File: src/core/tap_consts.vh
`ifndef TAP_CONSTS_VH
`define TAP_CONSTS_VH

// instruction register
`define TAP_IR_W 4
`define TAP_OP_EXTEST 4'h0
`define TAP_OP_SAMPLE 4'h4
`define TAP_OP_HIGHZ 4'h5
`define TAP_OP_SCAN 4'h7
`define TAP_OP_IDCODE 4'hD
`define TAP_OP_BYPASS 4'hF
`define TAP_IR_RESET `TAP_OP_IDCODE
`define TAP_IR_CAPTURE 4'h1

// identification register
`define TAP_ID_W 32
`define TAP_ID_DEFAULT 32'h0A5C_3E01

// data register selections
`define TAP_DR_BYPASS 2'h0
`define TAP_DR_BSR 2'h1
`define TAP_DR_ID 2'h2

// boundary cell kinds
`define BSR_KIND_IN 0
`define BSR_KIND_OUT 1
`define BSR_KIND_BIDIR 2

// tms-high cycles that always reach test-logic-reset
`define TAP_TMS_RESET_CYCLES 10

`endif

File: src/core/boundary_scan_tap.v
// Function
// - instruction bits shift into a stage, then load in parallel on update
// - four-bit instruction; 1111 bypass, 0000 extest, 0100 sample/preload
// - 1101 idcode, 0111 internal scan mode, 0101 high-impedance
// - tdi is sampled at each rising tck edge
// - an unterminated tdi reads as high
// - an undriven tms reads as high
// - tdo is enabled by the tap only while shifting
// - trst low forces test-logic-reset without a tck edge
// - state advances only on rising tck, chosen by sampled tms
// - capture, shift and update act on the rising edge after entry
// - bypass links tdi to tdo through one stage
// - boundary cells form one serial path from tdi to tdo
// - input pin cell is one stage that samples and shifts
// - output pin cell has two stages and an output multiplexer
// - bidirectional cell captures the incoming pin and holds the output
// - trst resets instruction latches and the state machine
// - test reset loads the idcode instruction 1101
// - in test-logic-reset functional pins carry normal operation
// - leaving test-logic-reset needs a tms sequence clocked by tck
// - ten tms-high tck cycles always reach test-logic-reset
`timescale 1ns/1ns
`default_nettype none
`include "tap_consts.vh"

module boundary_scan_tap #(
  parameter N_IN = 4,
  parameter N_OUT = 4,
  parameter N_BD = 4,
  parameter [`TAP_ID_W-1:0] ID_CODE = `TAP_ID_DEFAULT // arbitrary value
) (
  // clock and reset
  input wire i_clk,
  input wire i_srst,
  // test port pins, with flags that mark an undriven pin
  input wire i_tck,
  input wire i_tms,
  input wire i_tms_float,
  input wire i_tdi,
  input wire i_tdi_float,
  input wire i_trst_n,
  input wire i_trst_float,
  output reg o_tdo,
  output reg o_tdo_oe,
  // input-only pins
  input wire [N_IN-1:0] i_pin_in,
  output reg [N_IN-1:0] o_core_in,
  // output-only pins
  input wire [N_OUT-1:0] i_core_out,
  output reg [N_OUT-1:0] o_pin_out,
  output reg [N_OUT-1:0] o_pin_out_oe,
  // bidirectional pins
  input wire [N_BD-1:0] i_core_bd_out,
  input wire [N_BD-1:0] i_core_bd_oe,
  input wire [N_BD-1:0] i_pin_bd_in,
  output reg [N_BD-1:0] o_pin_bd_out,
  output reg [N_BD-1:0] o_pin_bd_oe,
  output reg [N_BD-1:0] o_core_bd_in,
  // mode flags
  output reg o_scan_mode,
  output reg o_test_reset
);

  localparam N_TOT = N_IN + N_OUT + N_BD;
  localparam NS = 6;

  localparam [3:0] ST_TLR = 4'h0;
  localparam [3:0] ST_RTI = 4'h1;
  localparam [3:0] ST_SEL_DR = 4'h2;
  localparam [3:0] ST_CAP_DR = 4'h3;
  localparam [3:0] ST_SH_DR = 4'h4;
  localparam [3:0] ST_EX1_DR = 4'h5;
  localparam [3:0] ST_PA_DR = 4'h6;
  localparam [3:0] ST_EX2_DR = 4'h7;
  localparam [3:0] ST_UPD_DR = 4'h8;
  localparam [3:0] ST_SEL_IR = 4'h9;
  localparam [3:0] ST_CAP_IR = 4'hA;
  localparam [3:0] ST_SH_IR = 4'hB;
  localparam [3:0] ST_EX1_IR = 4'hC;
  localparam [3:0] ST_PA_IR = 4'hD;
  localparam [3:0] ST_EX2_IR = 4'hE;
  localparam [3:0] ST_UPD_IR = 4'hF;

  // next tap state from current state and sampled tms
  function [3:0] next_state;
    input [3:0] st;
    input tms;
    begin
      case (st)
        ST_TLR: next_state = tms ? ST_TLR : ST_RTI;
        ST_RTI: next_state = tms ? ST_SEL_DR : ST_RTI;
        ST_SEL_DR: next_state = tms ? ST_SEL_IR : ST_CAP_DR;
        ST_CAP_DR: next_state = tms ? ST_EX1_DR : ST_SH_DR;
        ST_SH_DR: next_state = tms ? ST_EX1_DR : ST_SH_DR;
        ST_EX1_DR: next_state = tms ? ST_UPD_DR : ST_PA_DR;
        ST_PA_DR: next_state = tms ? ST_EX2_DR : ST_PA_DR;
        ST_EX2_DR: next_state = tms ? ST_UPD_DR : ST_SH_DR;
        ST_UPD_DR: next_state = tms ? ST_SEL_DR : ST_RTI;
        ST_SEL_IR: next_state = tms ? ST_TLR : ST_CAP_IR;
        ST_CAP_IR: next_state = tms ? ST_EX1_IR : ST_SH_IR;
        ST_SH_IR: next_state = tms ? ST_EX1_IR : ST_SH_IR;
        ST_EX1_IR: next_state = tms ? ST_UPD_IR : ST_PA_IR;
        ST_PA_IR: next_state = tms ? ST_EX2_IR : ST_PA_IR;
        ST_EX2_IR: next_state = tms ? ST_UPD_IR : ST_SH_IR;
        ST_UPD_IR: next_state = tms ? ST_SEL_DR : ST_RTI;
        default: next_state = ST_TLR;
      endcase
    end
  endfunction

  // data register chosen by an instruction; unknown codes take bypass
  function [1:0] dr_select;
    input [`TAP_IR_W-1:0] op;
    begin
      case (op)
        `TAP_OP_EXTEST: dr_select = `TAP_DR_BSR;
        `TAP_OP_SAMPLE: dr_select = `TAP_DR_BSR;
        `TAP_OP_IDCODE: dr_select = `TAP_DR_ID;
        `TAP_OP_HIGHZ: dr_select = `TAP_DR_BYPASS;
        `TAP_OP_SCAN: dr_select = `TAP_DR_BYPASS;
        `TAP_OP_BYPASS: dr_select = `TAP_DR_BYPASS;
        default: dr_select = `TAP_DR_BYPASS;
      endcase
    end
  endfunction

  // pin synchronisers
  wire [NS-1:0] pins_s;
  wire [N_IN-1:0] pin_in_s;
  wire [N_BD-1:0] pin_bd_s;

  pin_sync #(.W(NS)) u_sync_tap (
    .i_clk(i_clk),
    .i_srst(i_srst),
    .i_async({i_tck, i_tms, i_tms_float, i_tdi, i_tdi_float, ~i_trst_float & ~i_trst_n}),
    .o_sync(pins_s)
  );

  pin_sync #(.W(N_IN + N_BD)) u_sync_pins (
    .i_clk(i_clk),
    .i_srst(i_srst),
    .i_async({i_pin_bd_in, i_pin_in}),
    .o_sync({pin_bd_s, pin_in_s})
  );

  wire tck_s = pins_s[5];
  wire tms_eff = pins_s[4] | pins_s[3];
  wire tdi_eff = pins_s[2] | pins_s[1];
  wire trst_act = pins_s[0];

  reg tck_d_r;
  reg [3:0] state_r;
  reg [`TAP_IR_W-1:0] ir_sh_r;
  reg [`TAP_IR_W-1:0] ir_r;
  reg byp_r;
  reg [`TAP_ID_W-1:0] id_r;

  wire tck_rise = tck_s & ~tck_d_r;
  wire tck_fall = ~tck_s & tck_d_r;
  wire tap_rst = trst_act;
  wire [1:0] dr_sel = dr_select(ir_r);
  wire cap_dr = tck_rise && (state_r == ST_CAP_DR);
  wire sh_dr = tck_rise && (state_r == ST_SH_DR);
  wire upd_dr = tck_rise && (state_r == ST_UPD_DR);
  wire bsr_sel = (dr_sel == `TAP_DR_BSR);

  always @(posedge i_clk) begin
    if (i_srst) begin
      tck_d_r <= 1'b0;
    end else begin
      tck_d_r <= tck_s;
    end
  end

  // tap state machine
  always @(posedge i_clk) begin
    if (i_srst || tap_rst) begin
      state_r <= ST_TLR;
    end else if (tck_rise) begin
      state_r <= next_state(state_r, tms_eff);
    end
  end

  // instruction register: shift stage then parallel latches
  always @(posedge i_clk) begin
    if (i_srst || tap_rst) begin
      ir_sh_r <= `TAP_IR_CAPTURE;
      ir_r <= `TAP_IR_RESET;
    end else if (tck_rise) begin
      case (state_r)
        ST_TLR: ir_r <= `TAP_IR_RESET;
        ST_CAP_IR: ir_sh_r <= `TAP_IR_CAPTURE;
        ST_SH_IR: ir_sh_r <= {tdi_eff, ir_sh_r[`TAP_IR_W-1:1]};
        ST_UPD_IR: ir_r <= ir_sh_r;
        default: ir_r <= ir_r;
      endcase
    end
  end

  // bypass and identification registers
  always @(posedge i_clk) begin
    if (i_srst || tap_rst) begin
      byp_r <= 1'b0;
      id_r <= {`TAP_ID_W{1'b0}};
    end else begin
      if (cap_dr && dr_sel == `TAP_DR_BYPASS) begin
        byp_r <= 1'b0;
      end else if (sh_dr && dr_sel == `TAP_DR_BYPASS) begin
        byp_r <= tdi_eff;
      end
      if (cap_dr && dr_sel == `TAP_DR_ID) begin
        id_r <= {ID_CODE[`TAP_ID_W-1:1], 1'b1};
      end else if (sh_dr && dr_sel == `TAP_DR_ID) begin
        id_r <= {tdi_eff, id_r[`TAP_ID_W-1:1]};
      end
    end
  end

  // boundary-scan chain, bit 0 nearest tdo
  wire [N_TOT:0] chain;
  wire [N_TOT-1:0] cap_vec = {pin_bd_s, i_core_out, pin_in_s};
  wire [N_TOT-1:0] upd_vec;
  assign chain[N_TOT] = tdi_eff;

  genvar gi;
  generate
    for (gi = 0; gi < N_TOT; gi = gi + 1) begin : g_cell
      bsr_cell #(
        .KIND(gi < N_IN ? `BSR_KIND_IN :
              (gi < N_IN + N_OUT ? `BSR_KIND_OUT : `BSR_KIND_BIDIR))
      ) u_cell (
        .i_clk(i_clk),
        .i_srst(i_srst),
        .i_rst_tap(tap_rst),
        .i_capture(cap_dr && bsr_sel),
        .i_shift(sh_dr && bsr_sel),
        .i_update(upd_dr && bsr_sel),
        .i_si(chain[gi+1]),
        .i_cap_val(cap_vec[gi]),
        .o_so(chain[gi]),
        .o_upd(upd_vec[gi])
      );
    end
  endgenerate

  // serial output selection
  reg tdo_nxt;
  always @* begin
    tdo_nxt = byp_r;
    if (state_r == ST_SH_IR) begin
      tdo_nxt = ir_sh_r[0];
    end else if (dr_sel == `TAP_DR_ID) begin
      tdo_nxt = id_r[0];
    end else if (dr_sel == `TAP_DR_BSR) begin
      tdo_nxt = chain[0];
    end
  end

  // tdo changes on the falling tck edge, enabled only while shifting
  always @(posedge i_clk) begin
    if (i_srst || tap_rst) begin
      o_tdo <= 1'b0;
      o_tdo_oe <= 1'b0;
    end else if (tck_fall) begin
      o_tdo <= tdo_nxt;
      o_tdo_oe <= (state_r == ST_SH_DR) || (state_r == ST_SH_IR);
    end
  end

  // functional pin multiplexers
  wire in_tlr = (state_r == ST_TLR);
  wire extest_on = !in_tlr && (ir_r == `TAP_OP_EXTEST);
  wire highz_on = !in_tlr && (ir_r == `TAP_OP_HIGHZ);

  always @(posedge i_clk) begin
    if (i_srst) begin
      o_core_in <= {N_IN{1'b0}};
      o_pin_out <= {N_OUT{1'b0}};
      o_pin_out_oe <= {N_OUT{1'b0}};
      o_pin_bd_out <= {N_BD{1'b0}};
      o_pin_bd_oe <= {N_BD{1'b0}};
      o_core_bd_in <= {N_BD{1'b0}};
      o_scan_mode <= 1'b0;
      o_test_reset <= 1'b1;
    end else begin
      o_core_in <= pin_in_s;
      o_core_bd_in <= pin_bd_s;
      o_scan_mode <= !in_tlr && (ir_r == `TAP_OP_SCAN);
      o_test_reset <= in_tlr;
      if (highz_on) begin
        o_pin_out <= i_core_out;
        o_pin_out_oe <= {N_OUT{1'b0}};
        o_pin_bd_out <= i_core_bd_out;
        o_pin_bd_oe <= {N_BD{1'b0}};
      end else if (extest_on) begin
        o_pin_out <= upd_vec[N_IN +: N_OUT];
        o_pin_out_oe <= {N_OUT{1'b1}};
        o_pin_bd_out <= upd_vec[N_IN + N_OUT +: N_BD];
        o_pin_bd_oe <= i_core_bd_oe;
      end else begin
        o_pin_out <= i_core_out;
        o_pin_out_oe <= {N_OUT{1'b1}};
        o_pin_bd_out <= i_core_bd_out;
        o_pin_bd_oe <= i_core_bd_oe;
      end
    end
  end

endmodule

`default_nettype wire

File: src/core/pin_sync.v
`timescale 1ns/1ns
`default_nettype none

module pin_sync #(
  parameter W = 1
) (
  // clock and reset
  input wire i_clk,
  input wire i_srst,
  // asynchronous inputs and their synchronised copies
  input wire [W-1:0] i_async,
  output wire [W-1:0] o_sync
);

  reg [W-1:0] meta_r;
  reg [W-1:0] sync_r;

  // two-stage synchroniser, first stage read only by the second
  always @(posedge i_clk) begin
    if (i_srst) begin
      meta_r <= {W{1'b0}};
      sync_r <= {W{1'b0}};
    end else begin
      meta_r <= i_async;
      sync_r <= meta_r;
    end
  end

  assign o_sync = sync_r;

endmodule

`default_nettype wire

File: src/core/bsr_cell.v
`timescale 1ns/1ns
`default_nettype none

module bsr_cell #(
  parameter KIND = 0
) (
  // clock and resets
  input wire i_clk,
  input wire i_srst,
  input wire i_rst_tap,
  // controls from the tap, one-cycle strobes
  input wire i_capture,
  input wire i_shift,
  input wire i_update,
  // serial chain and captured value
  input wire i_si,
  input wire i_cap_val,
  output wire o_so,
  output wire o_upd
);

  reg shift_r;
  reg upd_r;

  // shift stage: sample and shift
  always @(posedge i_clk) begin
    if (i_srst || i_rst_tap) begin
      shift_r <= 1'b0;
    end else if (i_capture) begin
      shift_r <= i_cap_val;
    end else if (i_shift) begin
      shift_r <= i_si;
    end
  end

  // second stage holds the test value driven on output pins
  generate
    if (KIND == 0) begin : g_in
      always @(posedge i_clk) begin
        upd_r <= 1'b0;
      end
    end else begin : g_out
      always @(posedge i_clk) begin
        if (i_srst || i_rst_tap) begin
          upd_r <= 1'b0;
        end else if (i_update) begin
          upd_r <= shift_r;
        end
      end
    end
  endgenerate

  assign o_so = shift_r;
  assign o_upd = upd_r;

endmodule

`default_nettype wire

File: config.mk
export PLATFORM = sky130hd
export DESIGN_NAME = boundary_scan_tap
export DESIGN_NICKNAME = d
export VERILOG_FILES = /design/src/core/boundary_scan_tap.v /design/src/core/pin_sync.v /design/src/core/bsr_cell.v
export VERILOG_INCLUDE_DIRS = /design/src /design/src/core
export SDC_FILE = /design/constraint.sdc
export NUM_CORES = 1
export LEC_CHECK = 0
export BUFFER_PORTS_ARGS = -buffer_cell sky130_fd_sc_hd__buf_2
export CORE_UTILIZATION = 57
export CTS_BUF_LIST = sky130_fd_sc_hd__clkbuf_8
export DETAILED_ROUTE_END_ITERATION = 8
export GPL_TIMING_DRIVEN = 1
export PLACE_DENSITY_LB_ADDON = 0.08
export SLEW_MARGIN = 10
export SYNTH_ARGS = -nofsm -noshare
export SYNTH_HDL_FRONTEND = slang
export SYNTH_SLANG_ARGS = --single-unit
File: constraint.sdc
create_clock -name i_clk -period 2.26 [get_ports i_clk]
set_input_delay 0.113 -clock i_clk [delete_from_list [all_inputs] [get_ports i_clk]]
set_output_delay 0.113 -clock i_clk [all_outputs]
set_load 0.02 [all_outputs]
==> out/qor.yml <==
floorplan:
  rows: 31
  top_level_ports: 57
  die_h_um: 88.9
  design.die.area_mm2: 0.00791
  die_w_um: 88.9
  floorplan.initialDensity_pct: 59.1
  core-area_mm2: 0.00729
clock_tree:
  root_buffer: "sky130_fd_sc_hd__clkbuf_8"
  cts_resized: 0
  cts_tree: "built"
  worstSkewPairLatency_ps: 420
  cts.clk_slew.worst_paths_ps: 70
  hold_buffers_post_cts: 28
  numCtsBuffers: 17
  h-tree-depth: 4
  numClockSinks: 119
  cts_buffer_depth: 2
  cts_setup_buffers: 0
run_status:
  result_of_the_run: "complete, no violations"
power_and_ir_drop:
  power_density_of_the_placed_cells_mw_per_mm2: 789
  internal_power_mw: 3.23
  p_sw_share_pct: 23.8
  p_leak_nw: 2.32
  p_comb_share_pct: 5.5
  power_frac_clock_pct: 43.7
  power.switching_mw: 1.01
  ir_drop_uv: 766
  pwr-share-seq_pct: 50.8
worst_setup_path:
  endpoint_kind: "register"
  critPathTopFamily: "simple AND/OR/NAND/NOR gates"
  path_class: "reg -> reg"
  timing.reg2reg.worst_path_depth: 5
  launch_instance_of_the_worst_register_to_register_path: "state_r[1]"
  worstPathMaxFanout: 11
  worst-endpoint-arrival_ps: 2360
  end_of_the_worst_register_to_register_path: "g_cell[2].u_cell.o_so"
  ff2ff_setup_slack_ps: 200
  cp.buffers_inverters: 1
  max_stage_delay_ps: 570
  cp-start-kind: "register"
  critical_path_cell_count: 5
  worstPathCellList: "or4b_4 -> or4_1 -> buf_4 -> mux2i_1 -> a21oi_1"
  worst_path_max_delay_cell: "sky130_fd_sc_hd__or4b_4"
  worst_ep_required_time_ps: 2560
yosys:
  synth_warn: 0
  yosysUniqueCellTypes: 43
  synth_sequential_area_ratio_pct: 55.3
  yosys_register_bits: 119
  post_synth_inst_count: 447
  synth_area_per_cell_um2: 9.64
  synth.cell_area_mm2: 0.00431
  syn-num-nets: 476
worst_hold_path:
  holdPathStages: 3
  worstHoldStart: "i_trst_n"
  min_delay_worst_endpoint: "u_sync_tap.meta_r[0]"
  hp-class: "in -> reg"
layout:
  layout.core_utilization_pct: 73.7
  final_layout_size_suffix_gt1_share_pct: 23.7
  area.sequential_mm2: 0.00238
  syn_to_final_growth_pct: 24.7
  finalNetCount: 561
  filler_cell_count: 548
  multi_input_area_mm2: 0.00176
  ant_diodes: 0
  final-instance-count-excl-fill: 644
timing:
  finalHoldViolations: 0
  tns_ps: 0
  timing.final.setup_violations: 0
  max_slew_headroom_pct: 65.0
  final.setup_skew_ps: 8.89
  rsz0062_at_grt: "false"
  post-route-min-period_ps: 2060
  report.final.slew_viol_count: 0
  timing.fmax_mhz: 486
  layout_worst_path_cycle_share_pct: 91.0
  least_margin_pin_slew_ps: 521
  hold-worst-slack_ps: 397
routing:
  drt_pre_antenna_iters: 5
  route.detailed.vias_per_inst: 5.26
  drt-total-wl_um: 8720
  route.antenna.remaining_nets: 0
  drtIter0Drc: 177
  drc: 0
  routed_len_inst_um: 13.5
  route.vias.total: 3388
global_route:
  global_route_wire_length_before_repair_um: 13800
  track_usage_pct: 23.4
  grt_start_max_net_pins: 46
  overflow: 0
  antenna_found_initial: 0
  grt_pass1_vias: 3055
flow_run:
  number_of_maximum_capacitance_constraint_violations: 0
placement:
  final_gp_congestion: 0.742
  dp_hpwl_um: 5270
  cell_count_after_placement: 584
  numPortBuffers: 56
-- power groups by stage --
stage	combinational (mW)	clock, mW	sequential, mW
final	0.234	1.85	2.15
after global routing	0.257	2.00	2.16
after CTS	0.233	1.89	2.15
after detailed placement	0.195	0	2.20
after global placement	0.192	0	2.20
after floorplan	0.102	0	2.22
-- placed cells by master, fill, tap and decap left out, types with 3 or more instances in the layout --
| cell | instances |
|---|---|
| sky130_fd_sc_hd__nand4b_1 | 3 |
| sky130_fd_sc_hd__a21oi_1 | 41 |
| sky130_fd_sc_hd__o21ai_0 | 21 |
| sky130_fd_sc_hd__dfxtp_1 | 119 |
| sky130_fd_sc_hd__nand2b_1 | 3 |
| sky130_fd_sc_hd__clkinv_2 | 3 |
| sky130_fd_sc_hd__buf_2 | 56 |
| sky130_fd_sc_hd__or4_1 | 3 |
| sky130_fd_sc_hd__nand2_1 | 49 |
| sky130_fd_sc_hd__clkinv_4 | 6 |
| sky130_fd_sc_hd__buf_4 | 18 |
| sky130_fd_sc_hd__or2_2 | 5 |
| sky130_fd_sc_hd__and2_1 | 5 |
| sky130_fd_sc_hd__o221a_2 | 12 |
| sky130_fd_sc_hd__nand3_1 | 5 |
| sky130_fd_sc_hd__nand3b_1 | 3 |
| sky130_fd_sc_hd__a31oi_1 | 4 |
| sky130_fd_sc_hd__o22ai_1 | 3 |
| sky130_fd_sc_hd__inv_1 | 7 |
| sky130_fd_sc_hd__clkbuf_8 | 17 |
| sky130_fd_sc_hd__nand4_1 | 4 |
| sky130_fd_sc_hd__dlygate4sd3_1 | 28 |
| sky130_fd_sc_hd__nor2b_1 | 38 |
| sky130_fd_sc_hd__mux2i_1 | 28 |
| sky130_fd_sc_hd__nor3_1 | 7 |
| sky130_fd_sc_hd__nor2_1 | 26 |
-- metrics by stage --
step | worst slack [ps] | area (um^2) | power [mW]
floorplan | 260 | 4310 | 2.32
global placement | 302 | 4700 | 2.39
detailed placement | 236 | 4700 | 2.40
CTS | 199 | 5370 | 4.27
global route | 153 | 5370 | 4.41
finish | 202 | 5370 | 4.24
-- worst max-delay path by stage --
stage | startpoint | endpoint | slack (ps)
3_5_place_dp | state_r[1] | g_cell[5].u_cell.o_so | 240
6_report | state_r[1] | g_cell[2].u_cell.o_so | 200
5_1_grt | state_r[1] | g_cell[10].u_cell.o_so | 150
4_1_cts | state_r[1] | g_cell[2].u_cell.o_so | 200
2_1_floorplan | state_r[1] | g_cell[11].u_cell.o_so | 260
3_3_place_gp | state_r[1] | g_cell[4].u_cell.o_so | 300
-- final cells by class --
cell class | instances | area share [%]
Inverter | 6 | 0.419
Clock inverter | 15 | 2.91
Timing Repair Buffer | 102 | 13.0
Sequential cell | 119 | 44.4
Multi-Input combinational cell | 286 | 32.7
Tap cell | 99 | 2.31
Clock buffer | 17 | 4.36
-- logic make-up (layout without fill, tap and decap cells) --
kind of cell / after synthesis / count (layout) / share of synthesized area (%)
simple gates: 160 / 160 / 19.1
compound gates: 97 / 97 / 14.6
flops: 119 / 119 / 55.3
buf+inv: 42 / 140 / 4.18
mux: 29 / 29 / 6.85
-- flip-flops by register name, summed over array words and instances (netlist names), 4 cells and up --
name and flops:
ir_sh_r 4, o_core_bd_in 4, g_cell.u_cell.o_so 12, o_pin_bd_out 4
state_r 4, u_sync_tap.meta_r 6, u_sync_pins.o_sync 8, ir_r 4
o_pin_out 4, u_sync_pins.meta_r 8, id_r 32, g_cell.u_cell.o_upd 8
u_sync_tap.o_sync 6, o_pin_bd_oe 4, o_core_in 4
-- Yosys cell counts, drive strengths merged --
cell type  count  area [um^2]
or4            3         22.5
or2            5         31.3
a21oi         41          205
or4b           1         13.8
mux2           1         15.0
a31oi          4         25.0
o22ai          4         31.3
nand4b         3         26.3
o221a         12          135
and3           2         12.5
o21ai         21          105
nand3b         3         22.5
nand2         49          184
nor2          27          101
a211o          2         17.5
mux2i         28          280
inv            6         22.5
a2111oi        1         8.76
a21o           1         7.51
nand4          4         25.0
o32ai          1         8.76
dfxtp        119         2380
nor3           7         35.0
nor2b         38          238
nand2b         3         18.8
buf           10         60.1
or3b           2         17.5
o21a           1         7.51
o41ai          2         17.5
a211oi         2         15.0
a221oi         2         17.5
o22a           1         8.76
nor4           2         12.5
clkbuf        26         97.6
or3            1         6.26
o31ai          1         7.51
nand3          5         25.0
and2           5         31.3
o211a          1         10.0
-- routing by layer --
metal | track usage (%) | up-vias | share of wire [%]
met1 | 28.7 | 1568 | 45
met3 | 7.94 | 16 | 4.3
met5 | 0 | - | 0
met2 | 37.8 | 91 | 49
li1 | - | 1713 | -
met4 | 10.2 | 0 | 1.6
-- worst register-to-register path, cell delays in order (launching register included) --
cell and delay, ps:
sky130_fd_sc_hd__dfxtp_1 320, sky130_fd_sc_hd__or4b_4 570, sky130_fd_sc_hd__or4_1 540, sky130_fd_sc_hd__buf_4 230, sky130_fd_sc_hd__mux2i_1 190, sky130_fd_sc_hd__a21oi_1 90
(Power assumes the default switching activity.)
